===== src/sac_cfg.svh =====
`ifndef SAC_CFG_SVH
`define SAC_CFG_SVH

// Clock period of the controller in ns (20 MHz)
`define SAC_CLK_NS 50

// Memory timing, fastest grade, in ns
`define SAC_T_AA_NS   10
`define SAC_T_WP_NS   7
`define SAC_T_DW_NS   5
`define SAC_T_AW_NS   7
`define SAC_T_WR_NS   0
`define SAC_T_DH_NS   0
`define SAC_T_CHZ_NS  5
`define SAC_T_WHZ_NS  5

// Least time in ns to whole cycles, rounded up, never below one
`define SAC_CEIL_CYC(t) ((((t) + `SAC_CLK_NS - 1) / `SAC_CLK_NS) < 1 ? 1 : \
                         (((t) + `SAC_CLK_NS - 1) / `SAC_CLK_NS))
`define SAC_MAX(a, b) ((a) > (b) ? (a) : (b))

`define SAC_AA_CYC   `SAC_CEIL_CYC(`SAC_T_AA_NS)
`define SAC_WP_CYC   `SAC_CEIL_CYC(`SAC_MAX(`SAC_MAX(`SAC_T_WP_NS, `SAC_T_DW_NS), `SAC_T_AW_NS))
`define SAC_HOLD_CYC `SAC_CEIL_CYC(`SAC_MAX(`SAC_T_WR_NS, `SAC_T_DH_NS))
`define SAC_TURN_CYC `SAC_CEIL_CYC(`SAC_MAX(`SAC_T_CHZ_NS, `SAC_T_WHZ_NS))

// Flip-flops on the data pins before the read value is used
`define SAC_SYNC_STAGES 2

// Reset values
`define SAC_RST_PIN_N 1'b1
`define SAC_RST_ADDR  16'h0000
`define SAC_RST_DATA  16'h0000
`define SAC_RST_CNT   4'h0

`endif


===== src/sac_pkg.sv =====
package sac_pkg;
  typedef logic [15:0] sac_word_t;
  typedef logic [15:0] sac_addr_t;
  typedef logic [1:0]  sac_lanes_t;
  typedef logic [3:0]  sac_cnt_t;
  typedef enum logic [2:0] {
    SAC_IDLE,
    SAC_RD_ACC,
    SAC_TURN,
    SAC_WR_SETUP,
    SAC_WR_PULSE,
    SAC_WR_HOLD
  } sac_state_t;
endpackage


===== src/sac_ctrl.sv =====
`timescale 1ns/100ps
`include "sac_cfg.svh"
module sac_ctrl (
  // Clock and reset
  input  wire logic                clk,
  input  wire logic                reset_n,
  // User request
  input  wire logic                req_valid,
  input  wire logic                req_write,
  input  wire sac_pkg::sac_addr_t  req_addr,
  input  wire sac_pkg::sac_word_t  req_wdata,
  input  wire sac_pkg::sac_lanes_t req_lanes,
  output logic                     req_ready,
  // Read answer
  output sac_pkg::sac_word_t       rsp_rdata,
  output logic                     rsp_valid,
  // Memory pins
  output sac_pkg::sac_addr_t       word_addr,
  output logic                     sel_n,
  output logic                     write_n,
  output logic                     out_drive_n,
  output logic                     lower_lane_en_n,
  output logic                     upper_lane_en_n,
  output sac_pkg::sac_word_t       data_out,
  output logic                     data_oe_n,
  input  wire sac_pkg::sac_word_t  data_in
);
  import sac_pkg::*;

  localparam sac_cnt_t RD_CNT   = 4'(`SAC_AA_CYC + `SAC_SYNC_STAGES);
  localparam sac_cnt_t WP_CNT   = 4'(`SAC_WP_CYC);
  localparam sac_cnt_t HOLD_CNT = 4'(`SAC_HOLD_CYC);
  localparam sac_cnt_t TURN_CNT = 4'(`SAC_TURN_CYC);

  sac_state_t state;
  sac_state_t next_state;
  sac_cnt_t   cnt;
  sac_cnt_t   next_cnt;
  logic       next_req_ready;
  sac_word_t  next_rsp_rdata;
  logic       next_rsp_valid;
  sac_addr_t  next_word_addr;
  logic       next_sel_n;
  logic       next_write_n;
  logic       next_out_drive_n;
  logic       next_lower_lane_en_n;
  logic       next_upper_lane_en_n;
  sac_word_t  next_data_out;
  logic       next_data_oe_n;
  sac_word_t  data_sync;

  // Read data comes from an unclocked part, so it is resynchronised
  sac_sync #(
    .W(16)
  ) u_data_sync (
    .clk      (clk),
    .reset_n  (reset_n),
    .async_in (data_in),
    .sync_out (data_sync)
  );

  always_comb begin
    next_state           = state;
    next_cnt             = cnt;
    next_rsp_rdata       = rsp_rdata;
    next_rsp_valid       = 1'b0;
    next_word_addr       = word_addr;
    next_sel_n           = sel_n;
    next_write_n         = write_n;
    next_out_drive_n     = out_drive_n;
    next_lower_lane_en_n = lower_lane_en_n;
    next_upper_lane_en_n = upper_lane_en_n;
    next_data_out        = data_out;
    next_data_oe_n       = data_oe_n;
    unique case (state)
      SAC_IDLE: begin
        if (req_valid && req_ready) begin
          // Address, select and lanes change together, never address later
          next_word_addr       = req_addr;
          next_sel_n           = 1'b0;
          next_lower_lane_en_n = ~req_lanes[0];
          next_upper_lane_en_n = ~req_lanes[1];
          if (req_write) begin
            // Bus is free here: every read ends with a turnaround gap
            next_data_out  = req_wdata;
            next_data_oe_n = 1'b0;
            next_state     = SAC_WR_SETUP;
          end else begin
            next_out_drive_n = 1'b0;
            next_cnt         = RD_CNT;
            next_state       = SAC_RD_ACC;
          end
        end
      end
      SAC_RD_ACC: begin
        if (cnt == 4'h1) begin
          next_rsp_rdata       = data_sync;
          next_rsp_valid       = 1'b1;
          next_sel_n           = 1'b1;
          next_out_drive_n     = 1'b1;
          next_lower_lane_en_n = 1'b1;
          next_upper_lane_en_n = 1'b1;
          next_cnt             = TURN_CNT;
          next_state           = SAC_TURN;
        end else begin
          next_cnt = cnt - 4'h1;
        end
      end
      SAC_TURN: begin
        if (cnt == 4'h1) begin
          next_state = SAC_IDLE;
        end else begin
          next_cnt = cnt - 4'h1;
        end
      end
      SAC_WR_SETUP: begin
        // Output drive stays high, so the plain pulse width is enough
        next_write_n = 1'b0;
        next_cnt     = WP_CNT;
        next_state   = SAC_WR_PULSE;
      end
      SAC_WR_PULSE: begin
        if (cnt == 4'h1) begin
          next_write_n = 1'b1;
          next_cnt     = HOLD_CNT;
          next_state   = SAC_WR_HOLD;
        end else begin
          next_cnt = cnt - 4'h1;
        end
      end
      SAC_WR_HOLD: begin
        if (cnt == 4'h1) begin
          // Address and data are held past the strobe edge
          next_sel_n           = 1'b1;
          next_lower_lane_en_n = 1'b1;
          next_upper_lane_en_n = 1'b1;
          next_data_oe_n       = 1'b1;
          next_state           = SAC_IDLE;
        end else begin
          next_cnt = cnt - 4'h1;
        end
      end
    endcase
    next_req_ready = (next_state == SAC_IDLE);
  end

  always_ff @(posedge clk or negedge reset_n) begin
    if (!reset_n) begin
      state           <= SAC_IDLE;
      cnt             <= `SAC_RST_CNT;
      req_ready       <= 1'b0;
      rsp_rdata       <= `SAC_RST_DATA;
      rsp_valid       <= 1'b0;
      word_addr       <= `SAC_RST_ADDR;
      sel_n           <= `SAC_RST_PIN_N;
      write_n         <= `SAC_RST_PIN_N;
      out_drive_n     <= `SAC_RST_PIN_N;
      lower_lane_en_n <= `SAC_RST_PIN_N;
      upper_lane_en_n <= `SAC_RST_PIN_N;
      data_out        <= `SAC_RST_DATA;
      data_oe_n       <= `SAC_RST_PIN_N;
    end else begin
      state           <= next_state;
      cnt             <= next_cnt;
      req_ready       <= next_req_ready;
      rsp_rdata       <= next_rsp_rdata;
      rsp_valid       <= next_rsp_valid;
      word_addr       <= next_word_addr;
      sel_n           <= next_sel_n;
      write_n         <= next_write_n;
      out_drive_n     <= next_out_drive_n;
      lower_lane_en_n <= next_lower_lane_en_n;
      upper_lane_en_n <= next_upper_lane_en_n;
      data_out        <= next_data_out;
      data_oe_n       <= next_data_oe_n;
    end
  end
endmodule


===== src/sac_sync.sv =====
`timescale 1ns/100ps
module sac_sync #(
  parameter int W = 16
) (
  // Clock and reset
  input  wire logic         clk,
  input  wire logic         reset_n,
  // Asynchronous input and its synchronised copy
  input  wire logic [W-1:0] async_in,
  output logic      [W-1:0] sync_out
);
  logic [W-1:0] stage1;

  // The first stage feeds the second only
  always_ff @(posedge clk or negedge reset_n) begin
    if (!reset_n) begin
      stage1   <= '0;
      sync_out <= '0;
    end else begin
      stage1   <= async_in;
      sync_out <= stage1;
    end
  end
endmodule


===== config.mk =====
export PLATFORM = sky130hd
export DESIGN_NAME = sac_ctrl
export DESIGN_NICKNAME = d
export VERILOG_FILES = /design/src/sac_pkg.sv /design/src/sac_ctrl.sv /design/src/sac_sync.sv
export VERILOG_INCLUDE_DIRS = /design/src /design/src/src
export SDC_FILE = /design/constraint.sdc
export NUM_CORES = 1
export LEC_CHECK = 0
export BUFFER_PORTS_ARGS = -buffer_cell sky130_fd_sc_hd__buf_2
export CORE_UTILIZATION = 39
export CTS_BUF_LIST = sky130_fd_sc_hd__clkbuf_2
export DETAILED_ROUTE_END_ITERATION = 8
export HOLD_SLACK_MARGIN = 0.12
export PLACE_DENSITY = 0.78
export SYNTH_ARGS = -nofsm -noshare
export SYNTH_HDL_FRONTEND = slang
export SYNTH_SLANG_ARGS = --single-unit

===== constraint.sdc =====
create_clock -name clk -period 1.9 [get_ports clk]
set_input_delay 0.19 -clock clk [delete_from_list [all_inputs] [get_ports clk]]
set_output_delay 0.19 -clock clk [all_outputs]
set_load 0.01 [all_outputs]

### Yosys cells after proc, flatten, opt, wreduce, memory -nomap -nowiden

Cells that the tools add are included.

| cells by class | value |
|---|---|
| add/sub/neg operators | 1 |
| $mul | 0 |
| div/mod/pow operators | 0 |
| magnitude comparators | 0 |
| eq/ne operators | 14 |
| shifts and indexed selects | 0 |
| mux-type cells | 27 |
| bitwise operators | 2 |
| reductions and logical operators | 18 |

Operators with widths:

| operator | count |
|---|---|
| 2-to-1 mux 4 bit | 4 |
| case mux 4 bit (4 select lines) | 1 |
| case mux 3 bit (5 select lines) | 1 |
| inequality test 2 bit (second input constant) | 7 |
| 2-to-1 mux 3 bit | 4 |
| case mux 1 bit (2 select lines) | 6 |
| 2-to-1 mux 1 bit | 10 |
| AND reduction 3 bit | 3 |
| AND reduction 4 bit | 2 |
| nonzero test 2 bit | 4 |
| equality test 3 x 2 -> 1 bit (second input constant) | 2 |
| equality test 3 bit (second input constant) | 2 |
| logical NOT 3 bit | 2 |
| AND reduction 2 bit | 3 |
| OR reduction 2 bit | 3 |
| equality test 4 x 1 -> 1 bit (second input constant) | 1 |
| subtractor 4 x 1 -> 4 bit (second input constant) | 1 |
| equality test 3 x 1 -> 1 bit (second input constant) | 1 |
| 2-to-1 mux 2 bit | 1 |
| inequality test 2 x 1 -> 1 bit (second input constant) | 1 |
| NOT 1 bit | 2 |
| logical AND 1 bit | 1 |

| storage, ports and cells | value |
|---|---|
| register bits | 95 |
| bits in latches | 0 |
| RAM bits | 0 |
| memory bits (read-only) | 0 |
| bits of input ports | 54 |
| output and inout port bits | 56 |
| logic and storage cells | 77 |
| memories kept | 0 |

### Logic depth before layout (Yosys ltp)

Gate-level depths: netlist (run 1).

| depth | value |
|---|---|
| word-level depth | 4 |
| mapped depth | 7 |
| gate-level depth less buffers | 6 |

### Modules after synthesis

A second synthesis (run 1) with hierarchy kept.

| second synthesis, totals | value |
|---|---|
| cells, all modules | 267 |
| area total of the unflattened synthesis | 3495.9 sq um |

By module, submodules not included:

| module | instances | cells an instance | area an instance (sq um) | sequential area each (sq um) |
|---|---|---|---|---|
| sac_ctrl | 1 | 235 | 2695.1 | 1584.0 |
| sac_sync | 1 | 32 | 800.8 | 800.8 |

### Worst setup path before layout (run 1)

No wires, ideal clock.

| timing | value |
|---|---|
| path kind | reg2reg |
| start point | register cnt[1] |
| end point | register rsp_rdata[10] |
| setup time | 0.125 ns |
| data arrival time | 1.704 ns |
| required time | 1.775 ns |
| slack | 0.071 ns |
| stages on the path, launching flop included | 8 |
| path buffers | 1 |
| clock period less this slack | 1.829 ns |
| path through | dfrtp_1 inv_1 ha_1 nor2b_1 nand3_1 nor2_2 buf_4 mux2_2 |

| between the ends | value |
|---|---|
| cells in the longest elaborated chain, start to end | 2 |

Ends and longest elaborated chain:

| what | RTL line | text |
|---|---|---|
| from (decl) | sac_ctrl.sv:37 | `sac_cnt_t cnt;` |
| from (signal assigned) | sac_ctrl.sv:150 | `` cnt <= `SAC_RST_CNT; `` |
| from (signal assigned) | sac_ctrl.sv:164 | `cnt <= next_cnt;` |
| equality test 4 x 1 -> 1 bit | sac_ctrl.sv:96 | `if (cnt == 4'h1) begin` |
| AND reduction 2 bit (no line) | - |  |
| to (signal assigned) | sac_ctrl.sv:152 | `` rsp_rdata <= `SAC_RST_DATA; `` |
| to (signal assigned) | sac_ctrl.sv:166 | `rsp_rdata <= next_rsp_rdata;` |
| to (decl) | sac_ctrl.sv:15 | `output sac_pkg::sac_word_t rsp_rdata,` |

Every way passes these cells.
A chain may end at the register's enable or synchronous reset.

### Worst setup path after layout (run 1)

| timing | value |
|---|---|
| start point | register cnt[1] |
| end point | register cnt[2] |

| between the ends | value |
|---|---|
| cells in the longest elaborated chain, start to end | 3 |
| elaborated cells between the ends (all ways) | 7 |
| classes of those cells | 1 x add/sub; 2 x eq/ne; 3 x mux; 1 x reduce/logical |

Ends and longest elaborated chain:

| what | RTL line |
|---|---|
| subtractor 4 x 1 -> 4 bit or equality test 4 x 1 -> 1 bit (tied branches) | - |
| 2-to-1 mux 4 bit (tied with other cells) | sac_ctrl.sv:110, sac_ctrl.sv:132 |
| case mux 4 bit (4 select lines) or AND reduction 3 bit (tied branches) | - |

Parallel ways exist; a longest one is shown, timed or not. The select of a mux whose other input is x is not followed.

==> impl_metrics.ini, run 1 <==
[yosys]
synth_top_family_by_area = multiplexers
synth_top_cell_area_share_pct = 64.4
synth_common_cells = 89 x dfrtp_1, 39 x mux2_2, 11 x a21oi_1
synthesis.nets = 280
ys_warn_count = 0
synth-edff-count = 0
synthMuxAreaShare_pct = 16.9
synth_ff_type = dfrtp_1
synth-compound-area-share_pct = 5.10
synth_area_leaders = dfrtp_1 64%, mux2_2 13%, dfstp_2 4.6%
synth-xor-area-share_pct = 0
yosys.area_share.simple_pct = 6.15
ys_async_sr_fraction_pct = 100
syn_area_um2 = 3460
synth_cells = 224
seq_area_frac_synth_pct = 69.0
ys_ff_latch = 95
syn_area_per_cell_um2 = 15.4
synth_top_area_cell = dfrtp_1
synth.most_common_cell = dfrtp_1
yosys.area_share.adder_pct = 0.724
synth.distinct_cells = 39

[finish]
finalNetCount = 456
antenna_cells = 0
area_growth_pct = 40.6
final_area_um2 = 4860
layout-drive-gt1-share_pct = 47.9
n_fill_cell = 656

[placement]
dp_hpwl_mm = 4.71
place_area_um2 = 4190
post-place-ws_ns = 0.0896
gp_congestion = 0.842
port_buffers = 109

[route]
via_per_inst = 4.85
num_vias = 2472
first_pass_iters = 4
ant_nets = 0
drc = 0
wl_mm = 7.88
avgRoutedWirePerCell_um = 15.4
first_iter_violations = 86

[timing]
hold_viol = 0
setup_violations = 0
slew_headroom_pct = 61.6
period_share_pct = 96.3
fmax_mhz = 547
worst_pin_slew_ns = 0.576
setup_tns_ns = 0
fin_worst_skew_ns = 0.0326
final.min_clock_period_ns = 1.83
drv_slew = 0
fin_ws_ns = 0.0711
rsz0062_at_grt = yes

[floorplan]
design.core.area_um2 = 8380
die_w_um = 96.2
dieArea_um2 = 9240
initial_utilization_pct = 41.2
io_pins = 110
die_y_um = 96.2
rows = 33

[grt]
grt_pass1_vias = 2481
grt_overflow_total = 0
grt_max_degree = 47
antenna_found_initial = 0
grt_pass1_wl_mm = 12.4
track_usage_pct = 18.5

[cts]
cts_tree = built
path_clk_slew_ns = 0.25
clock-root-buffer = clkbuf_2
clk_latency_ns = 0.55
cts_sinks = 95
cts_resized = 0
cts_made_buffers = 9
cts_buffer_depth = 2
h-tree-depth = 3

[power]
p_total_uw = 6940
ir_worst_vdd_v = 0.000773
p_per_area_nw_per_um2 = 1430
power.leakage_uw = 0.00238

[flow_run]
cap_violations = 0

[critical_path]
startpoint_type = flip-flop
critPathKind = reg2reg
crit_fanout = 6
required_ns = 2.36
cp.arrival_ns = 2.29
endpoint_kind = flip-flop

[min_path]
hold_class = in2async

[run_status]
outcome = finished, final reports clean
report_power, final:
part | switching [uW] | internal (uW) | total (uW)
clock | 668 | 454 | 1120
sequential | 401 | 2730 | 3130
combinational | 1310 | 1380 | 2690
total | 2380 | 4560 | 6940
cells in the final DEF (no fill, tap or decap), drive strengths merged, types with 3 or more instances in the layout:
cell / count
clkbuf: 10
dlygate4sd3: 53
o21ai: 6
nor3: 5
mux2: 48
a21oi: 11
nor3b: 3
nor2: 8
nand3: 6
dfstp: 6
inv: 8
nand2: 4
dfrtp: 89
buf: 121
final timing paths:
| kind | to | cells after the start | slack, ns | startpoint |
|---|---|---|---|---|
| min in group clk | u_data_sync.stage1[1] | 2 | 0.26 | data_in[1] |
| min | u_data_sync.stage1[11] | 2 | 0.19 | reset_n |
| max in group asynchronous | u_data_sync.sync_out[8] | 3 | 1.11 | reset_n |
| min reg2reg | u_data_sync.sync_out[14] | 0 | 0.37 | u_data_sync.stage1[14] |
| max reg2reg | cnt[2] | 6 | 0.07 | cnt[1] |
| max | cnt[2] | 6 | 0.07 | cnt[1] |
cell families after synthesis:
logic type,after synthesis
simple gates,35
buf+inv,15
mux,49
fa+ha+maj,2
compound gates,28
flops,95
critical path, cell delays in order, from the launching register on:
cell and delay (ns):
dfrtp_1 0.46, inv_1 0.11, ha_1 0.18, or3b_2 0.53
nand3_1 0.16, nor3b_1 0.07, a211o_1 0.26
layer usage:
metal	global-route usage (%)	wire length, um
met5	0	0
met2	30.4	3990
met3	4.42	438
met1	22.7	3230
met4	9.58	220
sequential cells by signal (all words and copies together), names as in the netlist:
| register | flops |
|---|---|
| sel_n | 1 |
| lower_lane_en_n | 1 |
| u_data_sync.sync_out | 16 |
| upper_lane_en_n | 1 |
| cnt | 4 |
| rsp_rdata | 16 |
| u_data_sync.stage1 | 16 |
| write_n | 1 |
| data_oe_n | 1 |
| out_drive_n | 1 |
| word_addr | 16 |
| rsp_valid | 1 |
| state | 3 |
| data_out | 16 |
| req_ready | 1 |
per-stage QoR:
stage	hold slack, ns	instances	util, %
6_report	0.186	510	58.0
5_1_grt	0.182	510	58.0
2_1_floorplan	-0.106	224	-
3_5_place_dp	0.226	441	50.0
4_1_cts	0.121	510	58.0
3_3_place_gp	0.226	441	50.0
area by class of cell:
| type | count | area (um2) | share of cell area [%] |
|---|---|---|---|
| timing repair buffer | 174 | 1180 | 24.3 |
| tap | 105 | 131 | 2.70 |
| multi-input combinational | 114 | 998 | 20.5 |
| clock buffer | 10 | 50.0 | 1.03 |
| sequential | 95 | 2380 | 49.1 |
| inverter | 6 | 22.5 | 0.463 |
| clock inverter | 6 | 92.6 | 1.90 |
what timing repair did:
item	CTS	global route
hold endpoints to repair	150	0
setup endpoints to repair	0	6
buffers inserted	0	0
hold buffers	53	0
Power figures use the tool's default switching activity.
==> run 2, diff against run 1 <==
REMOVE_ABC_BUFFERS = 1   (was default)
==> impl_metrics.ini, run 2 (same netlist as run 1, synthesis figures left out) <==
[cts]
cts_buffer_depth = 2
cts_sinks = 95
path_clk_slew_ns = 0.30
cts_made_buffers = 9
h-tree-depth = 3
clock-root-buffer = clkbuf_2
cts_tree = built
clk_latency_ns = 0.56

[timing]
fmax_mhz = 548
fin_worst_skew_ns = 0.0280
hold_viol = 0
rsz0062_at_grt = no
slew_headroom_pct = 64.2
fin_ws_ns = 0.0767
drv_slew = 0
final.min_clock_period_ns = 1.82
setup_violations = 0
worst_pin_slew_ns = 0.537
period_share_pct = 96.0

[route]
avgRoutedWirePerCell_um = 15.1
via_per_inst = 4.81
drc = 0
first_iter_violations = 90
first_pass_iters = 4
num_vias = 2458
ant_nets = 0
wl_mm = 7.70

[critical_path]
cp.arrival_ns = 2.30
critPathKind = reg2reg
startpoint_type = flip-flop
crit_fanout = 18
crit_slowest_cell = dfrtp_1
worst_r2r_path_depth = 7
required_ns = 2.37
crit-reg2reg-launch = cnt[1]
endpoint_kind = flip-flop
crit_buf_inv = 2
r2r_end = rsp_rdata[0]
r2r_setup_slack_ns = 0.08
path_cells = inv_1, ha_1, nor2b_2, nand3_1, nor2_2, buf_12, mux2_2
crit_path_max_incr_delay_ns = 0.46
cpLargestDelayFamily = simple AND/OR/NAND/NOR gates

[floorplan]
rows = 33
design.core.area_um2 = 8380
die_y_um = 96.2
io_pins = 110
die_w_um = 96.2
dieArea_um2 = 9240
initial_utilization_pct = 41.2

[finish]
area_growth_pct = 41.2
fin_cells = 511
layout_common_cells = 108 x buf_2, 89 x dfrtp_1, 54 x dlygate4sd3_1
layout-drive-gt1-share_pct = 48.5
final_area_um2 = 4880
final_common_cell = buf_2
antenna_cells = 0
finalNetCount = 457

[min_path]
hold_class = in2reg
min_from = data_in[12]
min_to = u_data_sync.stage1[12]
hold_depth = 2

[run_status]
outcome = finished, final reports clean

[power]
power.leakage_uw = 0.00238
ir_worst_vdd_v = 0.000523
p_total_uw = 6850
p_per_area_nw_per_um2 = 1400

[grt]
grt_pass1_wl_mm = 12.1
antenna_found_initial = 0
track_usage_pct = 17.6
grt_pass1_vias = 2628
grt_max_degree = 45
grt_overflow_total = 0

[placement]
place_inst = 440
gp_congestion = 0.909
dp_hpwl_mm = 4.65
post-place-ws_ns = 0.0753
port_buffers = 109
place_area_um2 = 4190

[flow_run]
cap_violations = 0
-- run 2: report_power, final --
group | total (uW) | leakage, uW | switching, uW | internal [uW]
logic | 2720 | 0.00117 | 1310 | 1410
registers | 3110 | 0.00114 | 387 | 2730
clock network | 1010 | 0.0000773 | 779 | 232
total | 6850 | 0.00238 | 2480 | 4370
-- run 2: final cells by class --
class                      count  area (um2)
timing repair buffer         175        1200
tap                          105         131
inverter                       6        22.5
clock buffer                   9        45.0
fill                         674        3500
multi-input combinational    114        1010
clock inverter                 7        86.3
sequential                    95        2380
-- run 2: routing by layer --
metal / global-route usage [%] / wire length [um] / up-vias
met1: 20.2 / 3120 / 1196
met2: 30.2 / 3920 / 98
li1: - / - / 1144
met5: 0 / 0 / -
met4: 9.33 / 186 / 0
met3: 4.58 / 470 / 20
-- run 2: worst reg2reg max path, delay by kind of cell (launching register included) --
kind	cells	cell delay, ns
simple gates	3	0.46
flops	1	0.46
mux	1	0.34
buf+inv	2	0.28
fa+ha+maj	1	0.20
-- run 2: how the worst max path moves through the flow --
stage / start / end / slack (ns) / cells past startpoint
floorplan: state[1] / data_out[10] / -0.35 / 3
global placement: cnt[1] / cnt[2] / 0.16 / 6
detailed placement: cnt[1] / cnt[2] / 0.08 / 6
CTS: cnt[1] / cnt[2] / 0.04 / 6
global route: cnt[1] / rsp_rdata[0] / 0.03 / 7
finish: cnt[1] / rsp_rdata[0] / 0.08 / 7
-- run 2: what timing repair did --
| action | CTS | global route |
|---|---|---|
| endpoints found under the hold margin | 144 | 0 |
| setup endpoints to repair | 0 | 11 |
| hold buffers | 54 | 0 |
| resized for setup | 0 | 3 |
| buffers inserted | 0 | 1 |
-- run 2: per-stage QoR --
stage | TNS [ns] | hold slack, ns | utilization [%]
global route | 0 | 0.160 | 58.2
detailed placement | 0 | 0.220 | 50.0
finish | 0 | 0.240 | 58.2
floorplan | -7.09 | -0.106 | -
global placement | 0 | 0.212 | 50.0
CTS | 0 | 0.175 | 58.0
==> run 3, diff against run 2 <==
PLACE_DENSITY = 0.66   (was 0.78)
==> impl_metrics.ini, run 3 (same netlist as run 1, synthesis figures left out) <==
[cts]
h-tree-depth = 3
clk_latency_ns = 0.57
cts_tree = built
cts_sinks = 95
cts_buffer_depth = 2
clock-root-buffer = clkbuf_2
path_clk_slew_ns = 0.32
cts_made_buffers = 9

[power]
power.leakage_uw = 0.00241
p_per_area_nw_per_um2 = 1390
ir_worst_vdd_v = 0.000663

[timing]
period_share_pct = 94.6
drv_slew = 0
slew_headroom_pct = 68.6
fin_worst_skew_ns = 0.0361
fin_ws_ns = 0.102
rsz0062_at_grt = no
worst_pin_slew_ns = 0.469
fmax_mhz = 556
hold_viol = 0
final.min_clock_period_ns = 1.80
setup_violations = 0

[finish]
finalNetCount = 460
layout-drive-gt1-share_pct = 49.4
antenna_cells = 0
multi_input_area_um2 = 1020
final_common_cell = buf_2
n_fill_cell = 667
utilization_pct = 59.2
area_growth_pct = 43.5
regArea_um2 = 2380
fin_cells = 514
layout_common_cells = 108 x buf_2, 89 x dfrtp_1, 54 x dlygate4sd3_1
final_area_um2 = 4960

[critical_path]
startpoint_type = flip-flop
endpoint_kind = flip-flop
critPathKind = reg2reg
required_ns = 2.37
crit_slowest_cell = or3b_2
cp.arrival_ns = 2.27
path_cells = inv_1, ha_1, or3b_2, nand3_2, nor3b_1, a211o_1
crit_path_max_incr_delay_ns = 0.53
crit_fanout = 6

[placement]
place_area_um2 = 4210
post-place-ws_ns = 0.105
dp_hpwl_mm = 4.49
place_inst = 441
port_buffers = 109
gp_congestion = 0.825

[grt]
grt_pass1_vias = 2426
antenna_found_initial = 0
track_usage_pct = 16.0
grt_max_degree = 39
grt_overflow_total = 0
grt_pass1_wl_mm = 11.1

[route]
first_pass_iters = 4
wl_mm = 7.08
drc = 0
via_per_inst = 4.69
first_iter_violations = 82
ant_nets = 0
num_vias = 2412
avgRoutedWirePerCell_um = 13.8

[floorplan]
die_w_um = 96.2
initial_utilization_pct = 41.2
die_y_um = 96.2
design.core.area_um2 = 8380
io_pins = 110
dieArea_um2 = 9240
rows = 33

[min_path]
hold_class = in2reg

[run_status]
outcome = finished, final reports clean

[flow_run]
cap_violations = 0
## run 3: path summary, 6_finish.rpt
path,startpoint,end,cells past startpoint,slack (ns)
hold / removal,data_in[1],u_data_sync.stage1[1],2,0.23
setup reg to reg,cnt[1],cnt[2],6,0.10
max in group asynchronous,reset_n,lower_lane_en_n,4,0.96
setup / recovery,cnt[1],cnt[2],6,0.10
hold reg to reg,u_data_sync.stage1[7],u_data_sync.sync_out[7],0,0.39
min in group asynchronous,reset_n,u_data_sync.sync_out[15],4,0.64
## run 3: final cells by class
| cell class | count | share of cell area [%] |
|---|---|---|
| flip-flops and latches | 95 | 48.1 |
| clock buffers | 9 | 0.908 |
| well taps | 105 | 2.65 |
| inverters | 6 | 0.454 |
| clock inverters | 7 | 1.79 |
| repair buffers | 178 | 25.6 |
| multi-input cells | 114 | 20.6 |
## run 3: timing repair
item | 4_1_cts | 5_1_grt
setup endpoints to repair | 0 | 8
hold endpoints to repair | 144 | 0
gates resized for setup | 0 | 5
hold buffers | 55 | 0
setup buffers | 0 | 1
## run 3: routing by layer
| metal | vias to the layer above | GRT usage [%] | routed length (um) | part of all wire, % |
|---|---|---|---|---|
| li1 | 1149 | - | - | - |
| met1 | 1167 | 20.9 | 3210 | 45 |
| met2 | 90 | 25.4 | 3290 | 46 |
| met3 | 6 | 4.42 | 533 | 7.5 |
| met4 | 0 | 5.97 | 54 | 0.76 |
| met5 | - | 0 | 0 | 0 |
## run 3: where the power goes
part / switching (uW) / internal (uW) / total, uW
clock network: 790 / 246 / 1040
logic: 1270 / 1450 / 2720
registers: 413 / 2730 / 3140
## run 3: critical path: cells and delay by family, from the launching register on
family          cells  cell delay [ns]
buf+inv             1             0.11
fa+ha+maj           1             0.17
flops               1             0.47
simple gates        3             0.72
compound gates      1             0.25
## run 3: metrics by stage
step	hold slack [ns]	total power, uW	TNS, ns
2_1_floorplan	-0.106	4620	-7.09
5_1_grt	0.164	7390	0
6_report	0.227	6900	0
3_5_place_dp	0.198	5730	0
4_1_cts	0.164	6870	0
3_3_place_gp	0.190	5670	0
